<file path="src/logic/slpr_params.svh">
// register offsets, field positions and reset values of the layout/suspend register bank
// assumes byte addressing on a 32-bit avalon-mm slave, one aligned word per register
`ifndef SLPR_PARAMS_SVH
`define SLPR_PARAMS_SVH

`define SLPR_OFF_SUSPEND      8'h00
`define SLPR_OFF_CFG_NV       8'h04
`define SLPR_OFF_CFG_VOL      8'h08
`define SLPR_OFF_IRQ_STATUS   8'h0c
`define SLPR_OFF_IRQ_MASK     8'h10
`define SLPR_OFF_DEV_STATE    8'h14

`define SLPR_BIT_PROG_SUSP    0
`define SLPR_BIT_ERASE_SUSP   1

`define SLPR_BIT_TLOCK        0
`define SLPR_BIT_TOPBOT       2
`define SLPR_BIT_PLOCK        4
`define SLPR_BIT_HALF         5
`define SLPR_BIT_SPLIT        6

// layout bits frozen by either lock
`define SLPR_LAYOUT_MASK      8'h64
// reserved bits, plain read/write storage
`define SLPR_RSVD_MASK        8'h8a

`define SLPR_IRQ_ERASE_SUSP   0
`define SLPR_IRQ_PROG_SUSP    1
`define SLPR_IRQ_REFUSED      2
`define SLPR_IRQ_W            3

`define SLPR_CFG_NV_RESET     8'h00
`define SLPR_CFG_VOL_RESET    8'h00
`define SLPR_IRQ_MASK_RESET   3'h0

`endif

</file>
<file path="src/logic/slpr_pkg.sv">
// types used by the layout/suspend register bank, not by its layout decoder
// assumes nothing beyond the params header for field positions
package slpr_pkg;

    typedef logic [7:0] slpr_byte_t;

    // one configuration byte, msb first
    typedef struct packed {
        logic rsvd7;
        logic split;
        logic half;
        logic plock;
        logic rsvd3;
        logic topbot;
        logic rsvd1;
        logic tlock;
    } slpr_cfg_t;

endpackage

</file>
<file path="src/logic/slpr_layout_if.sv">
// carries the active layout settings from the register bank to the address decoder
// assumes one clock domain; all signals are levels
`timescale 1ns/1ps
`default_nettype none

interface slpr_layout_if;
    logic split_small_sectors;
    logic small_block_top_bottom;
    logic readable_half_select;

    modport regs (output split_small_sectors, output small_block_top_bottom, output readable_half_select);
    modport dec  (input  split_small_sectors, input  small_block_top_bottom, input  readable_half_select);
endinterface

`default_nettype wire

</file>
<file path="src/logic/slpr_layout_decode.sv">
// classifies a byte address against the active small-sector layout and read-password half
// assumes the address probe and the unlock flag come from logic on the same clock
`timescale 1ns/1ps
`default_nettype none

module slpr_layout_decode #(
    parameter int ADDR_W       = 26,
    parameter int SMALL_LOG2   = 12,
    parameter int SMALL_COUNT  = 32
) (
    slpr_layout_if.dec              lay,
    input  wire logic [ADDR_W-1:0]  probe_addr,
    input  wire logic               password_ok,
    output logic                    in_small_sector,
    output logic                    readable
);
    localparam logic [ADDR_W-1:0] REGION = ADDR_W'(SMALL_COUNT) << SMALL_LOG2;
    localparam logic [ADDR_W-1:0] HALF_R = REGION >> 1;

    // true when addr lies within span bytes of the bottom or the top of the space
    function automatic logic near_edge(input logic [ADDR_W-1:0] addr,
                                       input logic [ADDR_W-1:0] span,
                                       input logic              top);
        logic [ADDR_W-1:0] inv;
        inv = ~addr;
        near_edge = top ? (inv < span) : (addr < span);
    endfunction

    always_comb
    begin
        if (lay.split_small_sectors)
            in_small_sector = near_edge(probe_addr, HALF_R, 1'b0) | near_edge(probe_addr, HALF_R, 1'b1);
        else
            in_small_sector = near_edge(probe_addr, REGION, lay.small_block_top_bottom);
    end

    // half select 0 keeps the top half open, 1 the bottom half
    assign readable = password_ok | (probe_addr[ADDR_W-1] == ~lay.readable_half_select);

endmodule

`default_nettype wire

</file>
<file path="src/logic/slpr_regs.sv">
// suspend status and small-sector layout configuration bank of a serial nor flash
// assumes avalon-mm master on clk; suspend, busy and unlock inputs come from logic on clk
//
// Overview of operation
// - erase-suspended flag reads 1 while an erase is suspended, else 0; resets 0.
// - program-suspended flag reads 1 while a program is suspended, else 0; resets 0.
// - split bit 0 groups small sectors together; 1 splits them top and bottom.
// - without password, half bit 0 keeps top half readable, 1 bottom half.
// - permanent lock blocks layout bit changes; the lock bit only sets, never clears.
// - top/bottom bit 0 puts small block at bottom, 1 at top.
// - temporary lock blocks layout changes; only its volatile copy is writable.
// - with split set, the top/bottom bit is ignored.
// - temporary lock without permanent lock lasts only until next power-down.
`timescale 1ns/1ps
`default_nettype none
`include "slpr_params.svh"

module slpr_regs #(
    parameter int ADDR_W      = 26,
    parameter int SMALL_LOG2  = 12,
    parameter int SMALL_COUNT = 32
) (
    input  wire logic               clk,
    input  wire logic               reset_n,
    input  wire logic [7:0]         avs_address,
    input  wire logic               avs_read,
    input  wire logic               avs_write,
    input  wire logic [31:0]        avs_writedata,
    input  wire logic [3:0]         avs_byteenable,
    output logic [31:0]             avs_readdata,
    output logic                    avs_waitrequest,
    input  wire logic               erase_suspended,
    input  wire logic               program_suspended,
    input  wire logic               device_busy,
    input  wire logic [ADDR_W-1:0]  probe_addr,
    input  wire logic               password_ok,
    output logic                    in_small_sector,
    output logic                    readable,
    output logic                    layout_locked,
    output logic                    irq
);
    slpr_pkg::slpr_cfg_t     cfg_nv_ff;
    slpr_pkg::slpr_cfg_t     cfg_vol_ff;
    slpr_pkg::slpr_cfg_t     nxt_cfg_nv;
    slpr_pkg::slpr_cfg_t     wr_cfg;
    logic                    erase_susp_ff;
    logic                    prog_susp_ff;
    logic                    load_pending_ff;
    logic                    ack_ff;
    logic [31:0]             readdata_ff;
    logic [`SLPR_IRQ_W-1:0]  irq_status_ff;
    logic [`SLPR_IRQ_W-1:0]  irq_mask_ff;
    logic [`SLPR_IRQ_W-1:0]  irq_events;
    logic [`SLPR_IRQ_W-1:0]  irq_clear;
    logic                    req;
    logic                    wr_take;
    logic                    wr_nv;
    logic                    wr_vol;
    logic                    wr_status;
    logic                    wr_mask;
    logic                    frozen;
    logic                    refused;
    logic [31:0]             rd_value;

    slpr_layout_if lay ();

    // one wait cycle per access: the first edge captures read data, the second completes
    assign req             = avs_read | avs_write;
    assign avs_waitrequest = req & ~ack_ff;
    assign wr_take         = avs_write & ack_ff;
    assign avs_readdata    = readdata_ff;

    // only the low byte lane carries register bits
    assign wr_nv     = wr_take & avs_byteenable[0] & (avs_address == `SLPR_OFF_CFG_NV);
    assign wr_vol    = wr_take & avs_byteenable[0] & (avs_address == `SLPR_OFF_CFG_VOL);
    assign wr_status = wr_take & avs_byteenable[0] & (avs_address == `SLPR_OFF_IRQ_STATUS);
    assign wr_mask   = wr_take & avs_byteenable[0] & (avs_address == `SLPR_OFF_IRQ_MASK);
    assign wr_cfg    = slpr_pkg::slpr_cfg_t'(avs_writedata[7:0]);

    always_ff @(posedge clk or negedge reset_n)
    begin
        if (!reset_n)
            ack_ff <= 1'b0;
        else
            ack_ff <= req & ~ack_ff;
    end

    // suspend flags follow the operation state with one register stage
    always_ff @(posedge clk or negedge reset_n)
    begin
        if (!reset_n)
        begin
            erase_susp_ff <= 1'b0;
            prog_susp_ff  <= 1'b0;
        end
        else
        begin
            erase_susp_ff <= erase_suspended;
            prog_susp_ff  <= program_suspended;
        end
    end

    // either lock in the volatile copy, or the permanent lock in the non-volatile copy, freezes the layout bits
    assign frozen        = cfg_vol_ff.plock | cfg_vol_ff.tlock | cfg_nv_ff.plock;
    assign layout_locked = frozen;

    always_comb
    begin
        nxt_cfg_nv = cfg_nv_ff;
        refused    = 1'b0;
        if (wr_nv)
        begin
            nxt_cfg_nv.rsvd7 = wr_cfg.rsvd7;
            nxt_cfg_nv.rsvd3 = wr_cfg.rsvd3;
            nxt_cfg_nv.rsvd1 = wr_cfg.rsvd1;
            if (frozen)
            begin
                // a write that would alter a frozen bit keeps the frozen bits and is flagged; reserved bits and the lock still update
                refused = ((wr_cfg ^ cfg_nv_ff) & `SLPR_LAYOUT_MASK) != 8'h00;
            end
            else
            begin
                nxt_cfg_nv.split  = wr_cfg.split;
                nxt_cfg_nv.half   = wr_cfg.half;
                nxt_cfg_nv.topbot = wr_cfg.topbot;
            end
            nxt_cfg_nv.plock = cfg_nv_ff.plock | wr_cfg.plock;
            if (cfg_nv_ff.plock & ~wr_cfg.plock)
                refused = 1'b1;
            // non-volatile temporary lock copy never changes from software
            nxt_cfg_nv.tlock = cfg_nv_ff.tlock;
        end
    end

    // reset stands in for power-on; real retention would come from the array
    always_ff @(posedge clk or negedge reset_n)
    begin
        if (!reset_n)
            cfg_nv_ff <= slpr_pkg::slpr_cfg_t'(`SLPR_CFG_NV_RESET);
        else
            cfg_nv_ff <= nxt_cfg_nv;
    end

    always_ff @(posedge clk or negedge reset_n)
    begin
        if (!reset_n)
            load_pending_ff <= 1'b1;
        else
            load_pending_ff <= 1'b0;
    end

    // the async reset may only load a constant, so the copy happens on the first edge after release
    always_ff @(posedge clk or negedge reset_n)
    begin
        if (!reset_n)
            cfg_vol_ff <= slpr_pkg::slpr_cfg_t'(`SLPR_CFG_VOL_RESET);
        else if (load_pending_ff)
            cfg_vol_ff <= cfg_nv_ff;
        else if (wr_vol)
        begin
            cfg_vol_ff.tlock <= wr_cfg.tlock;
            cfg_vol_ff.rsvd7 <= wr_cfg.rsvd7;
            cfg_vol_ff.rsvd3 <= wr_cfg.rsvd3;
            cfg_vol_ff.rsvd1 <= wr_cfg.rsvd1;
        end
    end

    // layout seen by the decoder is the volatile copy, fixed between resets
    assign lay.split_small_sectors    = cfg_vol_ff.split;
    assign lay.small_block_top_bottom = cfg_vol_ff.topbot;
    assign lay.readable_half_select   = cfg_vol_ff.half;

    slpr_layout_decode #(
        .ADDR_W      (ADDR_W),
        .SMALL_LOG2  (SMALL_LOG2),
        .SMALL_COUNT (SMALL_COUNT)
    ) u_decode (
        .lay             (lay),
        .probe_addr      (probe_addr),
        .password_ok     (password_ok),
        .in_small_sector (in_small_sector),
        .readable        (readable)
    );

    // events: entry into erase suspend, entry into program suspend, refused layout write
    assign irq_events[`SLPR_IRQ_ERASE_SUSP] = erase_suspended & ~erase_susp_ff;
    assign irq_events[`SLPR_IRQ_PROG_SUSP]  = program_suspended & ~prog_susp_ff;
    assign irq_events[`SLPR_IRQ_REFUSED]    = refused;
    assign irq_clear = wr_status ? avs_writedata[`SLPR_IRQ_W-1:0] : {`SLPR_IRQ_W{1'b0}};

    // a new event in the clearing cycle survives the clear
    always_ff @(posedge clk or negedge reset_n)
    begin
        if (!reset_n)
            irq_status_ff <= {`SLPR_IRQ_W{1'b0}};
        else
            irq_status_ff <= (irq_status_ff & ~irq_clear) | irq_events;
    end

    always_ff @(posedge clk or negedge reset_n)
    begin
        if (!reset_n)
            irq_mask_ff <= `SLPR_IRQ_MASK_RESET;
        else if (wr_mask)
            irq_mask_ff <= avs_writedata[`SLPR_IRQ_W-1:0];
    end

    assign irq = |(irq_status_ff & irq_mask_ff);

    // suspend bits are only meaningful to the host while device_busy reads 0
    always_comb
    begin
        rd_value = 32'h0000_0000;
        unique case (avs_address)
            `SLPR_OFF_SUSPEND:
            begin
                rd_value[`SLPR_BIT_ERASE_SUSP] = erase_susp_ff;
                rd_value[`SLPR_BIT_PROG_SUSP]  = prog_susp_ff;
            end
            `SLPR_OFF_CFG_NV:     rd_value[7:0] = cfg_nv_ff;
            `SLPR_OFF_CFG_VOL:    rd_value[7:0] = cfg_vol_ff;
            `SLPR_OFF_IRQ_STATUS: rd_value[`SLPR_IRQ_W-1:0] = irq_status_ff;
            `SLPR_OFF_IRQ_MASK:   rd_value[`SLPR_IRQ_W-1:0] = irq_mask_ff;
            `SLPR_OFF_DEV_STATE:
            begin
                rd_value[0] = device_busy;
                rd_value[1] = frozen;
                rd_value[2] = load_pending_ff;
            end
            default:              rd_value = 32'h0000_0000;
        endcase
    end

    always_ff @(posedge clk or negedge reset_n)
    begin
        if (!reset_n)
            readdata_ff <= 32'h0000_0000;
        else if (avs_read & ~ack_ff)
            readdata_ff <= rd_value;
    end

endmodule

`default_nettype wire

</file>
<file path="config.mk">
export PLATFORM = sky130hd
export DESIGN_NAME = slpr_regs
export DESIGN_NICKNAME = d
export VERILOG_FILES = /design/src/logic/slpr_pkg.sv /design/src/logic/slpr_layout_if.sv /design/src/logic/slpr_layout_decode.sv /design/src/logic/slpr_regs.sv
export VERILOG_INCLUDE_DIRS = /design/src /design/src/logic
export SDC_FILE = /design/constraint.sdc
export NUM_CORES = 1
export LEC_CHECK = 0
export ABC_AREA = 1
export CAP_MARGIN = 10
export CORE_MARGIN = 3
export CORE_UTILIZATION = 30
export CTS_CLUSTER_SIZE = 10
export DETAILED_ROUTE_END_ITERATION = 8
export DONT_BUFFER_PORTS = 1
export SLEW_MARGIN = 20
export SYNTH_ARGS = -nofsm -noshare
export SYNTH_HDL_FRONTEND = slang
export SYNTH_SLANG_ARGS = --single-unit
</file>
<file path="constraint.sdc">
create_clock -name clk -period 1.2 [get_ports clk]
set_clock_uncertainty 0.05 [all_clocks]
set_input_delay 0.36 -clock clk [delete_from_list [all_inputs] [get_ports clk]]
set_output_delay 0.36 -clock clk [all_outputs]
set_load 0.005 [all_outputs]
</file>
==> results of run 1 <==
==> Yosys cell counts, types with 3 or more instances <==
cell type	instances
nand3_1	24
dfrtp_1	32
buf_4	25
nor2_1	31
nand2_1	61
inv_2	4
a21oi_1	9
inv_1	29
o21ai_0	20
o21ai_2	4
o21ai_1	3
a31oi_1	4
==> worst paths after layout <==
path	slack, ps	to	cells past startpoint	startpoint
worst min register to register	410	irq_status_ff[1]	1	prog_susp_ff
min in group clk	50	erase_susp_ff	0	erase_suspended
worst max-delay path	-180	layout_locked	3	cfg_nv_ff[4]
max in group asynchronous	1210	load_pending_ff	0	reset_n
worst min-delay path	-290	cfg_nv_ff[4]	0	reset_n
worst max register to register	-90	cfg_nv_ff[2]	6	ack_ff
==> flip-flops by register name (all words and copies together) (netlist names), 3 cells and up <==
register and flops:
irq_status_ff 3, cfg_vol_ff 5, avs_readdata 8, cfg_nv_ff 7
irq_mask_ff 3
==> layout make-up <==
class	count	area, sq um	area share
Multi-Input combinational cell	192	1080	0.421
Sequential cell	33	827	0.323
Timing Repair Buffer	39	327	0.127
Inverter	33	151	0.0591
Tap cell	75	93.8	0.0366
Clock buffer	5	68.8	0.0268
Clock inverter	3	17.5	0.00683
==> power breakdown <==
part	leakage, uW	switching [uW]	internal, uW
registers	0.000413	73.7	1190
logic	0.000756	179	154
clock network	0.0000439	427	400
==> through the flow <==
stage / worst slack (ps) / TNS (ps) / cells / util
after floorplan: -54.4 / -211 / 286 / -
after global placement: -154 / -1670 / 353 / 0.349
after detailed placement: -169 / -2130 / 353 / 0.349
after CTS: -190 / -908 / 373 / 0.389
after global routing: -240 / -2200 / 380 / 0.421
final: -181 / -928 / 380 / 0.421
==> timing repair <==
item                       CTS  global route
hold endpoints to repair    33            33
setup buffers               12             8
pin swaps                    6            13
setup endpoints to repair   20            29
gates resized for setup     23            41
gates cloned                 0             0
==> per-layer routing <==
| layer | routed length [um] | vias to the layer above |
|---|---|---|
| li1 | - | 868 |
| met1 | 2070 | 794 |
| met2 | 2400 | 65 |
| met3 | 405 | 4 |
| met4 | 21 | 0 |
| met5 | 0 | - |
==> kinds of logic after synthesis <==
logic type                share of synthesized area
AOI/OAI and AO/OA                             0.117
DFF                                           0.427
buffers and inverters                         0.171
xor gates and xnor gates                    0.00452
and+or+nand+nor                               0.278
other                                       0.00194
==> summary.txt, run 1 <==
Detailed routing
  – WL final: 4890 um
  – WL/cell: 12.9 um
  – Avg Vias per Cell: 4.56
  – Post-route DRC: 0
  – ANT nets after route: 0
  – 1st-iter DRT viols: 120
  – Total number of vias: 1731
  – Drt pass-1 iters: 4

Floorplan
  – Die extent in x: 86.4 um
  – Core area: 6100 sq um
  – Initial Utilization: 0.318
  – Die ar.: 7460 sq um
  – Core Rows: 28
  – Boundary pin count: 115
  – Die span in y: 86.4 um

Finish
  – Layout fillers: 629
  – Nets@finish: 382
  – Leading cell types in the layout, fill and taps excluded: nand2_1 (55), dfrtp_1 (32), buf_4 (31)
  – Share of layout cells above drive strength 1: 0.357
  – Fin area: 2560 sq um
  – Most common cell after layout, fill and taps aside: nand2_1
  – # diodes: 0
  – Synth-to-Final Area Change: 32.4%

Timing
  – Final Cycle Share: 1.15
  – Min Clock Period, post-route: 1380 ps
  – Unrepaired setup endpoints after global routing: yes
  – Final worst-path setup slack: -181 ps
  – F_max: 724 MHz
  – Final Hold Viols: 33
  – Final Hold Slack: -290 ps
  – Pins Over Slew Limit: 0
  – # setup viols final: 8

Synth
  – Post-synthesis cell area: 1940 sq um
  – Ys async rst share: 1.00
  – Post-Syn Area per Cell: 7.39 sq um
  – Number of synthesized flops with an enable pin: 0
  – Synth warn: 0
  – Largest cells by area after synthesis: dfrtp_1 (41%), nand2_1 (12%), buf_4 (9.7%)
  – Ys flop type: dfrtp_1
  – Yosys top cell by area: dfrtp_1
  – Yosys reg bits: 33
  – Post-synthesis sequential area ratio: 0.427
  – Cell count after synthesis: 262
  – Library cells used by synthesis: 26
  – Synth top area share: 0.413

Global routing
  – Vias in the first global route: 1657
  – GR Util met2: 0.203
  – Pin count of the biggest net entering global routing: 34
  – Global-route wire length before repair: 7760 um
  – Met3 Resource Use GR: 0.0504
  – Overflow after GRT: 0
  – Top Usage Layer GRT: met2
  – Met1 Usage GRT: 0.173
  – GRT Total Usage: 0.132
  – Initial antenna violation count: 0

Critical path
  – Worst setup SP type: register
  – CP endpoint kind: primary output
  – Setup CP Type: register to primary output
  – CP required: 790 ps
  – CP top delay family: flip-flops
  – Max FO, Critical Path: 2
  – CP max stage cell: dfrtp_1
  – Critical path arrival: 970 ps
  – Worst Path Buf+Inv: 2
  – Worst path cell trace: inv_2 > nand3_4 > buf_6
  – Max incr delay on CP: 390 ps

Outcome
  – Failing checks: hold timing, setup timing
  – Outcome: finished with violations

Clocking
  – Htree depth: 2
  – Later-pin clock latency in the skew report: 290 ps
  – Number of buffers created by CTS: 5
  – Bufs on Longest Clock Path: 2
  – CTS Root Cell: clkbuf_8
  – Clk sinks: 33
  – Worst-path clk slew: 80 ps
  – TritonCTS clock tree: done

Place
  – Post-DP Area: 2130 sq um
  – IO Port Bufs: 0
  – Final GP Congestion: 0.800
  – Final HPWL DP: 3510 um

Worst hold path
  – HP Class: input pin to async pin

Power
  – Pwr Total: 2420 uW
  – VDD IR max: 0.648 mV
  – Leak: 0.00121 uW
  – Pwr Density: 945 nW/um^2

Job
  – Max_cap viols: 0
Power figures use the tool's default switching activity.
==> run 2, diff against run 1 <==
- ABC_AREA: 1 -> 0
==> run 2 against run 1 <==
  * The flow still finishes with violations (hold timing, setup timing)
  * Cell area down 1.7%
  * Area after synthesis down 3.9%
  * Core utilization up 0.28 points
  * Non-clock buffer count up 4
  * First-iteration DRC count down 53%
  * Clock power up 30%
  * Global-route usage down 0.37 points
  * Setup slack worse by 310 ps
  * Sequential share of layout area up 0.54 points
  * Combinational power down 25%
  * Die area down 3.7%
  * Critical endpoint is now in_small_sector
==> summary.txt, run 2 <==
Outcome
  – Outcome: finished with violations
  – Failing checks: hold timing, setup timing

Power
  – Gate power share: 0.101 (-0.037)
  – Leak: 0.00119 uW (-1.9%)
  – NetSw: 535 uW (-21%)
  – Power share of the clock group: 0.434 (+0.092)
  – Pwr Total: 2490 uW (+2.7%)
  – Pwr Density: 987 nW/um^2 (+4.5%)
  – Sw Share: 0.215 (-0.0659)
  – VDD IR max: 0.517 mV (-20%)
  – Register share of total power: 0.465 (-0.056)
  – P_int: 1950 uW (+12%)

Finish
  – Most common cell after layout, fill and taps aside: buf_4
  – Max reg flops: 8 (unchanged)
  – Nets@finish: 309 (-19%)
  – Share of layout cells above drive strength 1: 0.414 (+0.0564)
  – Area of the multi-input gates: 1090 sq um (+0.70%)
  – Register area: 827 sq um (unchanged)
  – # diodes: 0 (unchanged)
  – Synth-to-Final Area Change: 35.5%
  – Fin area: 2520 sq um (-1.7%)
  – Layout fillers: 559 (-11%)
  – Leading cell types in the layout, fill and taps excluded: buf_4 (33), dfrtp_1 (32), conb_1 (25)

Global routing
  – Overflow after GRT: 0 (unchanged)
  – Pin count of the biggest net entering global routing: 34 (unchanged)
  – Vias in the first global route: 1399 (-16%)
  – GRT Total Usage: 0.128 (-0.00367)
  – Initial antenna violation count: 0 (unchanged)
  – Global-route wire length before repair: 7160 um (-7.8%)

Detailed routing
  – Total number of vias: 1436 (-17%)
  – ANT nets after route: 0 (unchanged)
  – 1st-iter DRT viols: 57 (-53%)
  – Drt pass-1 iters: 4 (unchanged)
  – Post-route DRC: 0 (unchanged)
  – WL final: 4520 um (-7.5%)
  – Avg Vias per Cell: 4.68 (+2.7%)
  – WL/cell: 14.7 um (+14%)

Clocking
  – Clk sinks: 33 (unchanged)
  – Worst-path clk slew: 70 ps (about the same)
  – Number of buffers created by CTS: 5 (unchanged)
  – CTS Root Cell: clkbuf_8
  – Htree depth: 2 (unchanged)
  – TritonCTS clock tree: done
  – Later-pin clock latency in the skew report: 280 ps (about the same)
  – Bufs on Longest Clock Path: 2 (unchanged)

Floorplan
  – Die extent in x: 84.8 um (-1.9%)
  – Die span in y: 84.8 um (-1.9%)
  – Boundary pin count: 115 (unchanged)
  – Core Rows: 28 (unchanged)
  – Core area: 5960 sq um (-2.3%)
  – Die ar.: 7180 sq um (-3.7%)
  – Initial Utilization: 0.312 (-0.00534)

Place
  – Final HPWL DP: 3390 um (-3.5%)
  – Final GP Congestion: 0.775 (-3.1%)
  – Post-DP Area: 2100 sq um (-1.3%)
  – IO Port Bufs: 0 (unchanged)

Synth
  – Yosys reg bits: 33 (unchanged)
  – Post-Synth Adder-Cell Area: 0 (unchanged)
  – Simple-gate area share of the yosys netlist: 0.192 (-0.0868)
  – Most frequent cells after synthesis: dfrtp_1 (32), buf_4 (25), nand2_1 (25), inv_1 (10), mux2_2 (9)
  – Yosys top cell by area: dfrtp_1
  – Main combinational cell family by area after synthesis: simple AND/OR/NAND/NOR gates
  – Largest cells by area after synthesis: dfrtp_1 (43%), buf_4 (10%), mux2_2 (5.4%)
  – Ys flop type: dfrtp_1
  – Post-synthesis sequential area ratio: 0.445 (+0.0175)
  – Number of synthesized flops with an enable pin: 0 (unchanged)
  – Synth warn: 0 (unchanged)
  – Library cells used by synthesis: 40 (+54%)
  – Synth Area in Compound Gates: 0.0968 (-0.0201)
  – Post-synthesis xor/xnor area fraction: 0.0188 (+0.0143)
  – Dominant cell by count in the synthesized netlist: dfrtp_1
  – Cell count after synthesis: 184 (-30%)
  – Ys async rst share: 1.00 (unchanged)
  – Mux share of post-synthesis cell area: 0.117 (+0.117)
  – Post-Syn Area per Cell: 10.1 sq um (+37%)
  – Synth top area share: 0.430 (+0.0170)
  – Post-synthesis cell area: 1860 sq um (-3.9%)

Timing
  – F_max: 590 MHz (-18%)
  – Pins Over Slew Limit: 0 (unchanged)
  – Final Cycle Share: 1.41 (+0.261)
  – Min Clock Period, post-route: 1690 ps (+313 ps)
  – Final worst-path setup slack: -494 ps (-313 ps)
  – Setup TNS: -8700 ps (-7770 ps)
  – Final Hold Slack: -287 ps (+3.26 ps)
  – Unrepaired setup endpoints after global routing: yes
  – Final Hold Viols: 33 (unchanged)
  – # setup viols final: 28 (+20)

Critical path
  – CP endpoint kind: primary output
  – CP required: 790 ps (about the same)
  – Worst R2R Start: cfg_vol_ff[4]
  – Crit. Startpoint: lay.split_small_sectors
  – Max FO, Critical Path: 2 (unchanged)
  – Critical path arrival: 1280 ps (+310 ps)
  – Worst setup SP type: register
  – Worst R2R Setup Slack: -430 ps (-340 ps)
  – Setup CP Type: register to primary output

Job
  – Max_cap viols: 0 (unchanged)

Worst hold path
  – HP Class: input pin to async pin
[run 2: stage by stage]
| step | instances | util | hold slack (ps) | setup WS, ps |
|---|---|---|---|---|
| 2_1_floorplan | 208 | - | 14.4 | -606 |
| 3_5_place_dp | 285 | 0.353 | 14.9 | -692 |
| 3_3_place_gp | 285 | 0.353 | 15.2 | -677 |
| 4_1_cts | 298 | 0.400 | -292 | -508 |
| 5_1_grt | 307 | 0.423 | -306 | -558 |
| 6_report | 307 | 0.423 | -287 | -494 |
[run 2: what timing repair did]
action / in CTS / in global routing
resized for setup: 30 / 18
endpoints found under the setup margin: 28 / 30
gates cloned: 0 / 0
hold endpoints to repair: 33 / 33
setup buffers: 7 / 10
pin swaps: 23 / 12
[run 2: critical path: stages, from the launching register on]
cell     delay, ps
dfrtp_1        390
mux2i_1        130
or4_1          390
nand2_1         90
[run 2: final timing paths]
kind                                         to  cells after the start
max in group asynchronous       load_pending_ff                      0
worst max-delay path            in_small_sector                      3
worst min-delay path                     ack_ff                      0
worst max register to register  avs_readdata[1]                      5
worst min register to register    cfg_vol_ff[0]                      1
min in group clk                   prog_susp_ff                      0
[run 2: cells by family after synthesis]
| kind of cell | after synthesis |
|---|---|
| AND/OR/NAND/NOR | 64 |
| XOR/XNOR | 4 |
| multiplexers | 19 |
| other | 1 |
| AO/OA/AOI/OAI | 26 |
| buffers and inverters | 37 |
| flip-flops | 33 |
[run 2: cell type report]
type,instances,share of cell area
well taps,75,0.0372
inverters,10,0.0149
multi-input cells,138,0.431
clock buffers,7,0.0342
clock inverters,1,0.0119
flip-flops and latches,33,0.328
repair buffers,43,0.143
[run 2: power by group through the flow]
stage	Clock (uW)	Combinational (uW)	Sequential [uW]
3_5_place_dp	0	172	1170
6_report	1080	252	1160
5_1_grt	1160	274	1160
2_1_floorplan	0	179	1170
4_1_cts	1100	204	1150
3_3_place_gp	0	171	1170
[run 2: per-layer routing]
layer | share of wire | up-vias | routed length [um] | track usage
met5 | 0 | - | 0 | 0
met4 | 0.023 | 0 | 104 | 0.0475
met3 | 0.089 | 12 | 401 | 0.0530
met2 | 0.48 | 49 | 2190 | 0.203
met1 | 0.41 | 681 | 1830 | 0.156
li1 | - | 694 | - | -
==> run 3, diff against run 2 <==
- MAX_ROUTING_LAYER: not set -> met4
==> run 3 against run 2 <==
  * The run still ends with hold timing, setup timing left
  * Register-to-register slack about the same
  * Combinational power is essentially flat
  * Non-clock buffer count is the same
  * Setup slack improved by 2.2 ps
  * Sequential share of layout area unchanged
  * Die area did not move
  * Clock power hardly changed
  * Critical path depth unchanged
  * Critical path type unchanged
  * Largest cell class unchanged
==> summary.txt, run 3 (same netlist as run 2, synthesis figures left out) <==
Outcome
  – Outcome: finished with violations
  – Failing checks: hold timing, setup timing

Critical path
  – Max incr delay on CP: 390 ps (about the same)
  – Crit. Startpoint: lay.split_small_sectors
  – Worst path cell trace: mux2i_1 > or4_1 > nand2_1
  – Max FO, Critical Path: 2 (unchanged)
  – Setup CP Type: register to primary output
  – CP max stage cell: dfrtp_1
  – Worst setup SP type: register
  – CP required: 790 ps (about the same)
  – Worst R2R Start: cfg_vol_ff[4]
  – CP endpoint kind: primary output
  – Critical path arrival: 1280 ps (about the same)

Power
  – Power share of the clock group: 0.432 (-0.002)
  – Pwr Density: 984 nW/um^2 (-0.32%)
  – Sw Share: 0.212 (-0.00254)
  – Pwr Total: 2480 uW (-0.32%)
  – NetSw: 527 uW (-1.5%)
  – VDD IR max: 0.516 mV (-0.13%)
  – Leak: 0.00119 uW (unchanged)
  – P_int: 1950 uW (about the same)
  – Register share of total power: 0.466 (about the same)
  – Gate power share: 0.102 (about the same)

Global routing
  – Initial antenna violation count: 0 (unchanged)
  – Overflow after GRT: 0 (unchanged)
  – Pin count of the biggest net entering global routing: 34 (unchanged)
  – GRT Total Usage: 0.132 (+0.00343)
  – Vias in the first global route: 1393 (-0.43%)
  – Global-route wire length before repair: 7140 um (-0.20%)

Timing
  – Pins Over Slew Limit: 0 (unchanged)
  – Min Clock Period, post-route: 1690 ps (-2.18 ps)
  – Final Cycle Share: 1.41 (-0.00182)
  – Final Hold Viols: 33 (unchanged)
  – Final worst-path setup slack: -491 ps (+2.18 ps)
  – Final Hold Slack: -282 ps (+4.51 ps)
  – F_max: 591 MHz (+0.13%)
  – # setup viols final: 28 (unchanged)
  – Unrepaired setup endpoints after global routing: yes

Clocking
  – Number of buffers created by CTS: 5 (unchanged)
  – Bufs on Longest Clock Path: 2 (unchanged)
  – CTS Root Cell: clkbuf_8
  – Worst-path clk slew: 70 ps (about the same)
  – TritonCTS clock tree: done
  – Later-pin clock latency in the skew report: 280 ps (about the same)
  – Clk sinks: 33 (unchanged)
  – Htree depth: 2 (unchanged)

Floorplan
  – Die extent in x: 84.8 um (unchanged)
  – Die ar.: 7180 sq um (unchanged)
  – Core Rows: 28 (unchanged)
  – Core area: 5960 sq um (unchanged)
  – Boundary pin count: 115 (unchanged)
  – Die span in y: 84.8 um (unchanged)
  – Initial Utilization: 0.312 (unchanged)

Detailed routing
  – Avg Vias per Cell: 4.71 (+0.77%)
  – WL/cell: 14.8 um (+0.66%)
  – ANT nets after route: 0 (unchanged)
  – Drt pass-1 iters: 4 (unchanged)
  – 1st-iter DRT viols: 63 (+11%)
  – Post-route DRC: 0 (unchanged)
  – Total number of vias: 1447 (+0.77%)
  – WL final: 4550 um (+0.66%)

Worst hold path
  – HP Class: input pin to async pin

Finish
  – Most common cell after layout, fill and taps aside: buf_4
  – Leading cell types in the layout, fill and taps excluded: buf_4 (33), dfrtp_1 (32), conb_1 (25)
  – Max reg flops: 8 (unchanged)
  – Fin area: 2520 sq um (unchanged)
  – Synth-to-Final Area Change: 35.5% (unchanged)
  – Layout fillers: 559 (unchanged)
  – Share of layout cells above drive strength 1: 0.414 (unchanged)
  – Non-filler cells, final: 307 (unchanged)
  – # diodes: 0 (unchanged)
  – Final Util: 0.423 (unchanged)
  – Nets@finish: 309 (unchanged)

Place
  – Placed cells: 285 (unchanged)
  – Post-DP Area: 2100 sq um (unchanged)
  – Final HPWL DP: 3390 um (unchanged)
  – IO Port Bufs: 0 (unchanged)
  – Final GP Congestion: 0.786 (+1.4%)

Job
  – Max_cap viols: 0 (unchanged)
run 3: cell counts in the layout (fill, tap and decap cells not counted):
Identical to the previous run, type by type.
run 3: area by class of cell:
cell class	instances	area [sq um]	share of cell area
repair buffers	43	360	0.143
well taps	75	93.8	0.0372
multi-input cells	138	1090	0.431
clock buffers	7	86.3	0.0342
inverters	10	37.5	0.0149
flip-flops and latches	33	827	0.328
clock inverters	1	30.0	0.0119
run 3: what timing repair did:
action / 4_1_cts / 5_1_grt
hold endpoints to repair: 33 / 33
setup endpoints to repair: 28 / 30
pin swaps: 23 / 12
resized for setup: 30 / 18
buffers inserted: 7 / 10
run 3: through the flow:
stage                     TNS [ps]  setup slack [ps]
after floorplan              -7880              -606
after global placement      -11370              -677
after detailed placement    -11560              -692
after CTS                    -7390              -508
after global routing        -10550              -558
final                        -8510              -491
run 3: worst paths after layout:
check | endpoint | slack, ps | cells after the start
max reg2reg | avs_readdata[1] | -440 | 5
min reg2reg | cfg_vol_ff[0] | 460 | 1
max | in_small_sector | -490 | 3
max in group asynchronous | load_pending_ff | 1210 | 0
min | avs_readdata[1] | -280 | 0
min in group clk | prog_susp_ff | 50 | 0
run 3: power groups by stage:
stage          Clock, uW  Sequential, uW  Combinational (uW)
4_1_cts             1100            1150                 204
3_3_place_gp           0            1170                 171
3_5_place_dp           0            1170                 172
5_1_grt             1160            1160                 274
6_report            1070            1160                 252
2_1_floorplan          0            1170                 179
run 3: routing by layer:
layer	global-route usage	wire length, um	vias to the layer above
li1	-	-	695
met1	0.156	1890	694
met2	0.203	2200	49
met3	0.0510	388	9
met4	0.0475	71	0
met5	-	0	-
run 3: critical path: cells and delay by family, from the launching register on:
kind          cells  cell delay [ps]
flops             1              390
mux               1              130
simple gates      2              480
